==> config.mk <==
export PLATFORM = sky130hd
export DESIGN_NAME = epce_engine
export DESIGN_NICKNAME = d
export VERILOG_FILES = /design/src/core/epce_pkg.sv /design/src/core/epce_engine.sv
export SDC_FILE = /design/constraint.sdc
export NUM_CORES = 1
export LEC_CHECK = 0
export BUFFER_PORTS_ARGS = -buffer_cell sky130_fd_sc_hd__buf_2
export CELL_PAD_IN_SITES_DETAIL_PLACEMENT = 0
export CELL_PAD_IN_SITES_GLOBAL_PLACEMENT = 2
export CORE_UTILIZATION = 35
export CTS_BUF_LIST = sky130_fd_sc_hd__clkbuf_16
export DETAILED_ROUTE_END_ITERATION = 10
export GPL_TIMING_DRIVEN = 0
export PLACE_DENSITY_LB_ADDON = 0.08
export SYNTH_ARGS = -nofsm -noshare
export SYNTH_HDL_FRONTEND = slang
export SYNTH_SLANG_ARGS = --single-unit
==> constraint.sdc <==
create_clock -name clk_i -period 6.93 [get_ports clk_i]
set_input_delay 1.0395 -clock clk_i [delete_from_list [all_inputs] [get_ports clk_i]]
set_output_delay 1.0395 -clock clk_i [all_outputs]
set_load 0.005 [all_outputs]
==> src/core/epce_pkg.sv <==
// epce_pkg: command codes, status codes and defaults of the parameter command engine
// assumes: byte framing and parity/checksum checking are done by the caller
package epce_pkg;

    // command bytes
    localparam logic [7:0] CMD_READ_POS    = 8'h42;
    localparam logic [7:0] CMD_SET_POS     = 8'h43;
    localparam logic [7:0] CMD_READ_ANALOG = 8'h44;
    localparam logic [7:0] CMD_READ_CNT    = 8'h46;
    localparam logic [7:0] CMD_INC_CNT     = 8'h47;
    localparam logic [7:0] CMD_CLR_CNT     = 8'h49;
    localparam logic [7:0] CMD_READ_DATA   = 8'h4a;
    localparam logic [7:0] CMD_STORE_DATA  = 8'h4b;
    localparam logic [7:0] CMD_FIELD_STAT  = 8'h4c;
    localparam logic [7:0] CMD_MAKE_FIELD  = 8'h4d;
    localparam logic [7:0] CMD_FREE_MEM    = 8'h4e;
    localparam logic [7:0] CMD_CHANGE_KEY  = 8'h4f;
    localparam logic [7:0] CMD_READ_STAT   = 8'h50;
    localparam logic [7:0] CMD_TYPE_LABEL  = 8'h52;
    localparam logic [7:0] CMD_RESET       = 8'h53;
    localparam logic [7:0] CMD_SET_ADDR    = 8'h55;
    localparam logic [7:0] CMD_SERIAL_VER  = 8'h56;
    localparam logic [7:0] CMD_CFG_IFACE   = 8'h57;

    // status codes
    localparam logic [7:0] ST_OK          = 8'h00;
    localparam logic [7:0] ST_BAD_OFFSET  = 8'h02;
    localparam logic [7:0] ST_WDOG_RESET  = 8'h07;
    localparam logic [7:0] ST_PARITY      = 8'h09;
    localparam logic [7:0] ST_CHECKSUM    = 8'h0a;
    localparam logic [7:0] ST_UNKNOWN_CMD = 8'h0b;
    localparam logic [7:0] ST_BAD_ARG     = 8'h0d;
    localparam logic [7:0] ST_NO_FIELD    = 8'h12;
    localparam logic [7:0] ST_OVERSPEED   = 8'h1f;

    // reset values and free-memory sizes
    localparam logic [7:0]  GUARD_KEY_RST = 8'h55;
    localparam logic [7:0]  ADDR_RST      = 8'h40;
    localparam logic [7:0]  IFACE_CFG_RST = 8'he4;
    localparam logic [31:0] COUNTER_RST   = 32'h0000_0000;
    localparam logic [15:0] FREE_MEM_SMALL = 16'h0080;
    localparam logic [15:0] FREE_MEM_LARGE = 16'h0700;

    typedef enum logic [1:0] {
        EPCE_IDLE = 2'b00,
        EPCE_EXEC = 2'b01,
        EPCE_RESP = 2'b11
    } epce_state_t;

endpackage : epce_pkg

==> src/core/epce_engine.sv <==
// epce_engine: command interpreter of the encoder parameter channel
// assumes: a framer delivers one decoded frame per cmd_valid_i pulse with parity and
// checksum already checked; the host waits for rsp_valid_o before the next frame.
//
// Contract
// - Commands and answers travel on a differential parameter channel apart from analog signals.
// - Position, analog, counter, status, type, reset, address, serial and interface commands decode.
// - Data-field read, store, status, create and key-change commands are supported.
// - The free-memory command returns 128 bytes, or 1792 in the larger variant.
// - Set position, clear counter, set address and configure interface need a matching key.
// - The guard key is 55h after reset until changed by command.
// - Status 00h is reported when no fault is seen.
// - Status 09h flags a parity error and 0Ah a bad frame checksum.
// - Status 0Bh flags an unknown command and 0Dh a disallowed argument.
// - Status 07h flags a watchdog reset from program monitoring.
// - Status 12h flags access to a data field that does not exist.
// - Status 02h flags an invalid internal angular offset at start.
// - Status 1Fh flags a shaft speed too high to form a position.
`timescale 1ns/1ps

module epce_engine
    import epce_pkg::*;
#(
    parameter int          NUM_FIELDS = 8,
    parameter bit          LARGE_MEM  = 1'b0,
    parameter logic [7:0]  TYPE_ID    = 8'h3c,   // arbitrary value
    parameter logic [31:0] SERIAL_VER = 32'h0001_0001 // arbitrary value
) (
    input  wire logic        clk_i,
    input  wire logic        rst_b_i,
    // parameter channel frames
    // decoded by the framer, apart from the analog path
    input  wire logic        cmd_valid_i,
    input  wire logic [7:0]  cmd_code_i,
    input  wire logic [7:0]  cmd_key_i,
    input  wire logic [7:0]  cmd_arg0_i,
    input  wire logic [31:0] cmd_data_i,
    input  wire logic        cmd_parity_err_i,
    input  wire logic        cmd_csum_err_i,
    // fault events from the rest of the encoder
    input  wire logic        wdog_reset_i,
    input  wire logic        offset_bad_i,
    input  wire logic        overspeed_i,
    // position and analog sources
    input  wire logic [31:0] position_i,
    input  wire logic [15:0] analog_i,
    // answer to the framer
    output logic             rsp_valid_o,
    output logic [7:0]       rsp_status_o,
    output logic [31:0]      rsp_data_o,
    // side effects
    output logic             set_pos_o,
    output logic [31:0]      set_pos_value_o,
    output logic             soft_reset_o,
    output logic [7:0]       enc_addr_o,
    output logic [7:0]       iface_cfg_o,
    output logic [7:0]       guard_key_o,
    output logic [7:0]       fault_code_o
);

    epce_state_t state;
    logic [7:0]  cmd;
    logic [7:0]  key;
    logic [7:0]  arg0;
    logic [31:0] data;
    logic        perr;
    logic        cerr;
    logic [31:0] counter;
    logic [7:0]  guard_key;
    logic [7:0]  field_key [NUM_FIELDS];
    logic [31:0] field_mem [NUM_FIELDS];
    logic [NUM_FIELDS-1:0] field_live;
    logic [7:0]  next_status;
    logic [31:0] next_data;
    logic        exec_ok;
    logic [2:0]  slot;

    // known command byte
    function automatic logic is_known(input logic [7:0] c);
        case (c)
            CMD_READ_POS, CMD_SET_POS, CMD_READ_ANALOG, CMD_READ_CNT, CMD_INC_CNT,
            CMD_CLR_CNT, CMD_READ_DATA, CMD_STORE_DATA, CMD_FIELD_STAT, CMD_MAKE_FIELD,
            CMD_FREE_MEM, CMD_CHANGE_KEY, CMD_READ_STAT, CMD_TYPE_LABEL, CMD_RESET,
            CMD_SET_ADDR, CMD_SERIAL_VER, CMD_CFG_IFACE: is_known = 1'b1;
            default: is_known = 1'b0;
        endcase
    endfunction

    // commands that carry the guard key
    function automatic logic needs_key(input logic [7:0] c);
        needs_key = (c == CMD_SET_POS) || (c == CMD_CLR_CNT) ||
                    (c == CMD_SET_ADDR) || (c == CMD_CFG_IFACE);
    endfunction

    function automatic logic is_field_cmd(input logic [7:0] c);
        is_field_cmd = (c == CMD_READ_DATA) || (c == CMD_STORE_DATA) ||
                       (c == CMD_FIELD_STAT) || (c == CMD_CHANGE_KEY);
    endfunction

    function automatic logic field_in_range(input logic [7:0] a);
        field_in_range = (32'(a) < NUM_FIELDS);
    endfunction

    // slot index; only the low bits are decoded, so NUM_FIELDS stays at 8
    function automatic logic [2:0] field_idx(input logic [7:0] a);
        field_idx = a[2:0];
    endfunction

    assign slot = field_idx(arg0);

    ////////////////////////////////////////////////////////////////////////////////
    // frame capture and sequencing; the engine takes one frame at a time,
    // frames arriving outside idle are dropped, the host must wait
    always_ff @(posedge clk_i or negedge rst_b_i) begin
        if (!rst_b_i) begin
            state <= EPCE_IDLE;
            cmd   <= 8'h00;
            key   <= 8'h00;
            arg0  <= 8'h00;
            data  <= 32'h0000_0000;
            perr  <= 1'b0;
            cerr  <= 1'b0;
        end else begin
            case (state)
                EPCE_IDLE: begin
                    if (cmd_valid_i) begin
                        cmd   <= cmd_code_i;
                        key   <= cmd_key_i;
                        arg0  <= cmd_arg0_i;
                        data  <= cmd_data_i;
                        perr  <= cmd_parity_err_i;
                        cerr  <= cmd_csum_err_i;
                        state <= EPCE_EXEC;
                    end
                end
                EPCE_EXEC: state <= EPCE_RESP;
                EPCE_RESP: state <= EPCE_IDLE;
                default:   state <= EPCE_IDLE;
            endcase
        end
    end

    ////////////////////////////////////////////////////////////////////////////////
    // command decode: status byte and answer data
    always_comb begin
        next_status = ST_OK;
        next_data   = 32'h0000_0000;
        if (perr) begin
            next_status = ST_PARITY;
        end else if (cerr) begin
            next_status = ST_CHECKSUM;
        end else if (!is_known(cmd)) begin
            next_status = ST_UNKNOWN_CMD;
        // guard key mismatch is a bad argument
        end else if (needs_key(cmd) && (key != guard_key)) begin
            next_status = ST_BAD_ARG;
        end else if (is_field_cmd(cmd) &&
                     (!field_in_range(arg0) || !field_live[slot])) begin
            next_status = ST_NO_FIELD;
        // field number out of range on create
        end else if ((cmd == CMD_MAKE_FIELD) && !field_in_range(arg0)) begin
            next_status = ST_BAD_ARG;
        end else begin
            case (cmd)
                // live sources are sampled in the exec cycle, not at the take
                CMD_READ_POS:    next_data = position_i;
                CMD_READ_ANALOG: next_data = {16'h0000, analog_i};
                CMD_READ_CNT:    next_data = counter;
                CMD_INC_CNT:     next_data = counter + 32'h0000_0001;
                CMD_READ_DATA:   next_data = field_mem[slot];
                CMD_FIELD_STAT:  next_data = {24'h00_0000, field_key[slot]};
                CMD_FREE_MEM:    next_data = {16'h0000,
                                              LARGE_MEM ? FREE_MEM_LARGE : FREE_MEM_SMALL};
                CMD_READ_STAT:   next_data = {24'h00_0000, fault_code_o};
                CMD_TYPE_LABEL:  next_data = {24'h00_0000, TYPE_ID};
                CMD_SERIAL_VER:  next_data = SERIAL_VER;
                default:         next_data = 32'h0000_0000;
            endcase
        end
    end

    assign exec_ok = (state == EPCE_EXEC) && (next_status == ST_OK);

    ////////////////////////////////////////////////////////////////////////////////
    // answer registers
    always_ff @(posedge clk_i or negedge rst_b_i) begin
        if (!rst_b_i) begin
            rsp_valid_o  <= 1'b0;
            rsp_status_o <= ST_OK;
            rsp_data_o   <= 32'h0000_0000;
        end else begin
            rsp_valid_o <= (state == EPCE_EXEC);
            // status and data hold until the next answer
            if (state == EPCE_EXEC) begin
                rsp_status_o <= next_status;
                rsp_data_o   <= next_data;
            end
        end
    end

    ////////////////////////////////////////////////////////////////////////////////
    // fault hold; reads 00h until a fault occurs
    // sticky: a clean command never clears it; events beat command errors
    always_ff @(posedge clk_i or negedge rst_b_i) begin
        if (!rst_b_i) begin
            fault_code_o <= ST_OK;
        end else if (wdog_reset_i) begin
            fault_code_o <= ST_WDOG_RESET;
        end else if (offset_bad_i) begin
            fault_code_o <= ST_BAD_OFFSET;
        end else if (overspeed_i) begin
            fault_code_o <= ST_OVERSPEED;
        end else if ((state == EPCE_EXEC) && (next_status != ST_OK)) begin
            fault_code_o <= next_status;
        end
    end

    ////////////////////////////////////////////////////////////////////////////////
    // counter
    // wraps silently at all ones, no overflow status is kept
    always_ff @(posedge clk_i or negedge rst_b_i) begin
        if (!rst_b_i) begin
            counter <= COUNTER_RST;
        end else if (exec_ok && (cmd == CMD_INC_CNT)) begin
            counter <= counter + 32'h0000_0001;
        end else if (exec_ok && (cmd == CMD_CLR_CNT)) begin
            counter <= COUNTER_RST;
        end
    end

    ////////////////////////////////////////////////////////////////////////////////
    // keyed configuration and one-cycle side effects
    always_ff @(posedge clk_i or negedge rst_b_i) begin
        if (!rst_b_i) begin
            guard_key       <= GUARD_KEY_RST;
            enc_addr_o      <= ADDR_RST;
            iface_cfg_o     <= IFACE_CFG_RST;
            set_pos_o       <= 1'b0;
            set_pos_value_o <= 32'h0000_0000;
            soft_reset_o    <= 1'b0;
        end else begin
            set_pos_o    <= exec_ok && (cmd == CMD_SET_POS);
            soft_reset_o <= exec_ok && (cmd == CMD_RESET);
            if (exec_ok && (cmd == CMD_SET_POS)) begin
                set_pos_value_o <= data;
            end
            if (exec_ok && (cmd == CMD_SET_ADDR)) begin
                enc_addr_o <= data[7:0];
            end
            if (exec_ok && (cmd == CMD_CFG_IFACE)) begin
                iface_cfg_o <= data[7:0];
            end
            // key change on field 0 also changes the guard key
            // needs the current field-0 key, as the field change does
            if (exec_ok && (cmd == CMD_CHANGE_KEY) && (arg0 == 8'h00) &&
                (key == field_key[0])) begin
                guard_key <= data[7:0];
            end
        end
    end

    assign guard_key_o = guard_key;

    ////////////////////////////////////////////////////////////////////////////////
    // data fields; small register array, one word each
    always_ff @(posedge clk_i or negedge rst_b_i) begin
        if (!rst_b_i) begin
            field_live <= '0;
            for (int i = 0; i < NUM_FIELDS; i++) begin
                field_key[i] <= GUARD_KEY_RST;
                field_mem[i] <= 32'h0000_0000;
            end
        end else if (exec_ok) begin
            case (cmd)
                CMD_MAKE_FIELD: begin
                    field_live[slot] <= 1'b1;
                    field_mem[slot]  <= 32'h0000_0000;
                end
                CMD_STORE_DATA: begin
                    field_mem[slot] <= data;
                end
                CMD_CHANGE_KEY: begin
                    if (key == field_key[slot]) begin
                        field_key[slot] <= data[7:0];
                    end
                end
                default: begin
                end
            endcase
        end
    end

endmodule // epce_engine

=== Yosys cells after proc, flatten, opt, wreduce, memory -nomap -nowiden ===
Index checks and enable logic that the tools add are counted.
Widths: inputs -> output; s select.

* Flip-flop bits (word level): 527
* Bits of input ports: 112
* Output and inout bits: 107

* Add/subtract/negate cells: 1
* Magnitude comparators: 5
* Equality and inequality tests: 23
* Muxes and demuxes: 41
* Bitwise logic cells: 4
* Reduce and logical (&&, ||, !) cells: 37

{| class="wikitable"
|+ Operators with widths
! cell !! count
|-
| $pmux 256 s2 || 1
|-
| $mux 32 || 11
|-
| $pmux 32 s10 || 1
|-
| $and 256x256->256 || 1
|-
| $bwmux 256 || 1
|-
| $not 256->256 || 1
|-
| $eq 8x7->1 const B || 18
|-
| $bmux 32 s3 || 1
|-
| $demux 32 s3 || 1
|-
| $bwmux 64 || 1
|-
| $mux 8 || 7
|-
| $add 32x1->32 const B || 1
|-
| $mux 5 || 5
|-
| $bmux 8 s3 || 1
|-
| $demux 8 s3 || 1
|-
| $reduce_or 18->1 || 1
|-
| $eq 8x8->1 || 2
|-
| $logic_and 1x1->1 || 16
|-
| $logic_not 8->1 || 2
|-
| $lt 8x4->1 const B || 1
|-
| $ne 8x8->1 || 1
|-
| $or 8x8->8 || 1
|-
| $reduce_bool 8->1 || 1
|-
| $logic_or 1x1->1 || 7
|-
| other kinds (19) || 27
|}

=== Logic depth before layout (Yosys ltp) ===
* Depth in word-level cells: 16
* Gate-level depth with buffers: 13

=== Least setup slack after synthesis ===
No wires, ideal clock.

* Kind: register to register
* Start point: register arg0[1]
* End point: register field_key[33] in the netlist's numbering
* Setup time: 125 ps
* Arrival time: 3,060 ps
* Data required time: 6,805 ps
* Setup slack: 3,746 ps
* Cell stages (with the launch flop): 11
* Period minus slack after synthesis: 3,184 ps
* Cells stage by stage: dfrtp_1 -> buf_2 -> buf_2 -> buf_2 -> nor3b_1 -> a22o_1 -> a21oi_1 -> xor2_1 -> nand4b_4 -> nor4_4 -> mux2_2

* Cells in the longest elaborated chain, start to end: 13

{| class="wikitable"
|+ Ends and longest elaborated chain
! element !! line !! text
|-
| from (decl) || epce_engine.sv:64 || <nowiki>logic [7:0] arg0;</nowiki>
|-
| from (signal assigned) || epce_engine.sv:129 || <nowiki>arg0 <= cmd_arg0_i;</nowiki>
|-
| branches (longest 13 deep; another with $lt 8x4->1) || n/a ||
|-
| to (signal, indexed assignment) || epce_engine.sv:284 || <nowiki>field_key[slot] <= data[7:0];</nowiki>
|-
| to (decl) || epce_engine.sv:70 || <nowiki>logic [7:0] field_key [NUM_FIELDS];</nowiki>
|}

Parallel ways; which one is timed is not known. The select of a mux whose other input is x is not followed.
A chain may end at the register's enable or synchronous reset.

=== Worst setup path after layout ===
* Start point: register arg0[1]
* End point: register rsp_data_o[17]

* Cells in the longest elaborated chain, start to end: 11

{| class="wikitable"
|+ Ends and longest elaborated chain
! element !! line !! text
|-
| $not 3->4 (not written as such) || epce_engine.sv:170 || <nowiki>CMD_READ_DATA: next_data = field_mem[slot];</nowiki>
|-
| $bmux 32 s3 || epce_engine.sv:170 ||
|-
| $mux 32 (not written as such) (2 in a row) || epce_engine.sv:170 ||
|-
| $pmux 32 s10 || epce_engine.sv:164 || <nowiki>case (cmd)</nowiki>
|-
| $mux 32 || epce_engine.sv:161 || <nowiki>end else if ((cmd == CMD_MAKE_FIELD) && !field_in_range(arg0)) begin</nowiki>
|-
| $mux 32 * || epce_engine.sv:157 || <nowiki>end else if (is_field_cmd(cmd) &&</nowiki>
|-
| $mux 32 * || epce_engine.sv:155 || <nowiki>end else if (needs_key(cmd) && (key != guard_key)) begin</nowiki>
|-
| $mux 32 * || epce_engine.sv:152 || <nowiki>end else if (!is_known(cmd)) begin</nowiki>
|-
| $mux 32 * || epce_engine.sv:150 || <nowiki>end else if (cerr) begin</nowiki>
|-
| $mux 32 * || epce_engine.sv:148 || <nowiki>if (perr) begin</nowiki>
|-
| to (signal assigned) || epce_engine.sv:196 || <nowiki>rsp_data_o <= next_data;</nowiki>
|-
| to (decl) || epce_engine.sv:50 || <nowiki>output logic [31:0] rsp_data_o,</nowiki>
|}

Mark *: on every way between the ends. The rest lies on a longest branch, timed or not. The select of a mux whose other input is x is not followed.

==> results.py <==
metrics = {
    "status": {
        "status": "finished with violations",
        "violations": "max-capacitance violations",
    },
    "timing": {
        "finalHoldViolCount": 0,
        "finalMaxSlewViolations": 0,
        "max_freq_ghz": 0.190,
        "slew_headroom": 0.0134,
        "worst_pin_slew_ns": 1.47,
        "min_period_ns": 5.26,
        "skew_ns": 0.0154,
        "period_share": 0.759,
        "finalSetupViolCount": 0,
        "rsz0062_at_grt": "false",
        "setup-tns-final_ns": 0,
        "whs_ns": 0.276,
    },
    "synth": {
        "synth_area_per_cell_um2": 12.4,
        "synthAdderAreaFrac": 0.000513,
        "synth_area_um2": 24400,
        "synth-edff-count": 0,
        "netlist_instances": 1971,
        "synth_cell_type_count": 75,
        "synth_top_family_by_area": "multiplexers",
        "ys_seq_area_frac": 0.537,
        "synth_xor_area_frac": 0.0172,
        "async_reset_ff_frac": 1.00,
        "synth_warnings": 0,
        "synthFlopType": "dfrtp_1",
        "yosys_register_bits": 521,
        "synth_compound_area_frac": 0.106,
        "synthMuxAreaShare": 0.225,
        "synth_simple_gate_area_frac": 0.0844,
    },
    "critical_path": {
        "start_kind": "flop",
        "cp_cell_sequence": "buf_2, buf_2, buf_2, buf_1, and3_1, clkbuf_1, buf_1, a221oi_1, a311oi_1, a21oi_1, o221ai_1",
        "crit_arrival_ns": 5.79,
        "critPathTopFamily": "buffers and inverters",
        "crit_type": "flop to flop",
        "cpMostUsedCell": "buf_2",
        "cp.required_ns": 7.46,
        "cpMaxStageDelayCell": "a311oi_1",
        "worst-path-buf-inv": 6,
        "setup.worst_path.end_class": "flop",
        "critPathMaxStageDelay_ns": 0.89,
        "worst-path-max-fanout": 10,
    },
    "global_route": {
        "antenna_found_initial": 1,
        "grt_pass1_wl_um": 129000,
        "grtUsageTotal": 0.249,
        "grt_max_degree": 123,
        "grt_pass1_vias": 18400,
        "grt_overflow_total": 0,
    },
    "min_path": {
        "hold_class": "input pin to async pin",
    },
    "clocking": {
        "hold_buffers": 0,
        "cts_tree": "built",
        "post_cts_buffers": 0,
        "ctsHtreeMaxLevel": 2,
        "clk_pin_slew_ns": 0.06,
        "clock_sinks": 521,
        "cts_resized": 0,
        "cts-root-buf": "clkbuf_16",
        "worstSkewPairLatency_ns": 0.64,
        "cts_buffers": 59,
        "clockBufferDepth": 3,
    },
    "placement": {
        "gp_congestion": 0.842,
        "dpl_cell_area_um2": 26900,
        "hpwl_um": 61600,
        "numPortBuffers": 212,
        "placed_cells": 3130,
    },
    "route": {
        "via_count": 17700,
        "first_pass_iters": 8,
        "totalWireLength_um": 87000,
        "drt-wirelength-per-cell_um": 26.8,
        "vias_per_cell": 5.45,
        "first_iter_violations": 1052,
        "drt.antenna.violating_nets": 0,
        "drc": 0,
    },
    "cells_and_area": {
        "design_area_um2": 28700,
        "area_growth_pct": 17.7,
        "instances_no_fill": 3242,
        "n_fill_cell": 6681,
        "drive_above_1_share": 0.374,
        "multi_input_area_um2": 10600,
        "nets": 2374,
        "seqCellArea_um2": 13100,
    },
    "floorplanning": {
        "die_area_um2": 70800,
        "core_area_um2": 68800,
        "pin_count": 219,
        "start_util": 0.354,
        "die_h_um": 266,
        "rows": 96,
        "die_w_um": 266,
    },
    "flow_run": {
        "maxCapViolCount": 1,
    },
    "power": {
        "power_density_nw_per_um2": 304,
        "leakage_nw": 13.4,
        "ir_drop_uv": 201,
    },
}
[registers in the layout, indices dropped and copies added, names as in the netlist, 2 cells and up]
register	cells
counter	32
set_pos_value_o	32
rsp_status_o	5
field_mem	256
rsp_data_o	32
fault_code_o	5
state	2
enc_addr_o	8
cmd	8
guard_key_o	8
key	8
iface_cfg_o	8
arg0	8
field_key	64
field_live	8
data	32
[final timing paths]
path / startpoint / end / slack [ns] / cells after the start
max: arg0[1] / rsp_data_o[17] / 1.67 / 11
max in group asynchronous: rst_b_i / field_mem[242] / 5.14 / 3
max reg2reg: arg0[1] / rsp_data_o[17] / 1.67 / 11
min: rst_b_i / rsp_valid_o / 0.28 / 1
min reg2reg: rsp_data_o[14] / rsp_data_o[14] / 0.47 / 1
min in group clk_i: rsp_data_o[14] / rsp_data_o[14] / 0.47 / 1
[metal layers]
metal  vias to the layer above  track usage  wire, um
met1                      9249        0.339     39200
met3                       131       0.0417      4320
met5                         -            0         0
li1                       7838            -         -
met4                         0       0.0713      2260
met2                       457        0.407     41200
[synth_stat cells, drive strengths merged (4+ instances only)]
library cell,instances,area share
and3,14,0.0036
a22oi,59,0.018
nor2b,11,0.0028
nand4,15,0.0038
o21ai,72,0.015
and2,37,0.0095
nor2,65,0.010
dfrtp,480,0.49
o211ai,4,0.0012
a21o,15,0.0046
buf,74,0.014
inv,13,0.0020
nor4,19,0.0055
mux2,447,0.21
a22o,40,0.014
nand2,99,0.015
dfstp,41,0.044
o221ai,7,0.0025
xor2,21,0.0075
a311oi,10,0.0036
and4,5,0.0018
xnor2,27,0.0097
nand3,30,0.0062
nor4b,4,0.0014
mux4,8,0.0074
a2111oi,7,0.0033
clkbuf,93,0.014
or3,10,0.0026
a221oi,34,0.012
nor3,32,0.0093
nand2b,10,0.0026
nor3b,9,0.0032
a21oi,42,0.0086
a31oi,22,0.0056
or2,4,0.0010
o21bai,9,0.0028
mux2i,27,0.011
a221o,8,0.0033
[logic make-up after synthesis]
logic type	Yosys count
multiplexers	482
other	1
AND/OR/NAND/NOR	378
flip-flops	521
adder cells (fa/ha/maj)	1
XOR/XNOR	48
AO/OA/AOI/OAI	359
buffers and inverters	181
[stage by stage]
step	power (W)	worst slack [ns]	utilization
final	0.00873	1.67	0.417
after global routing	0.00911	1.47	0.417
after CTS	0.00883	1.39	0.417
after detailed placement	0.00577	1.41	0.390
after global placement	0.00573	-6.30	0.387
after floorplan	0.00457	3.75	-
[power by group]
| group | internal (W) | leakage [nW] | switching [W] |
|---|---|---|---|
| combinational | 0.000619 | 5.43 | 0.00161 |
| clock | 0.00169 | 0.949 | 0.00133 |
| sequential | 0.00324 | 6.98 | 0.000230 |
[placed cells by master (no fill, tap or decap), drive strengths merged, types with 27 or more instances in the layout]
| master | count |
|---|---|
| dfrtp | 480 |
| mux2 | 447 |
| buf | 297 |
| clkbuf | 153 |
| nand2 | 99 |
| o21ai | 72 |
| nor2 | 65 |
| a22oi | 59 |
| a21oi | 42 |
| dfstp | 41 |
| a22o | 40 |
| and2 | 37 |
| a221oi | 34 |
| nor3 | 32 |
| nand3 | 30 |
| inv | 29 |
| xnor2 | 27 |
| mux2i | 27 |
| clkinv | 27 |
[cell type report]
class	instances	share of cell area
Multi-Input combinational cell	1274	0.369
Sequential cell	521	0.456
Clock inverter	51	0.0125
Buffer	167	0.0242
Antenna cell	1	0.0000871
Tap cell	931	0.0406
Timing Repair Buffer	224	0.0444
Inverter	14	0.00183
Clock buffer	59	0.0514
Note: power is estimated with default switching activity, not from simulation.
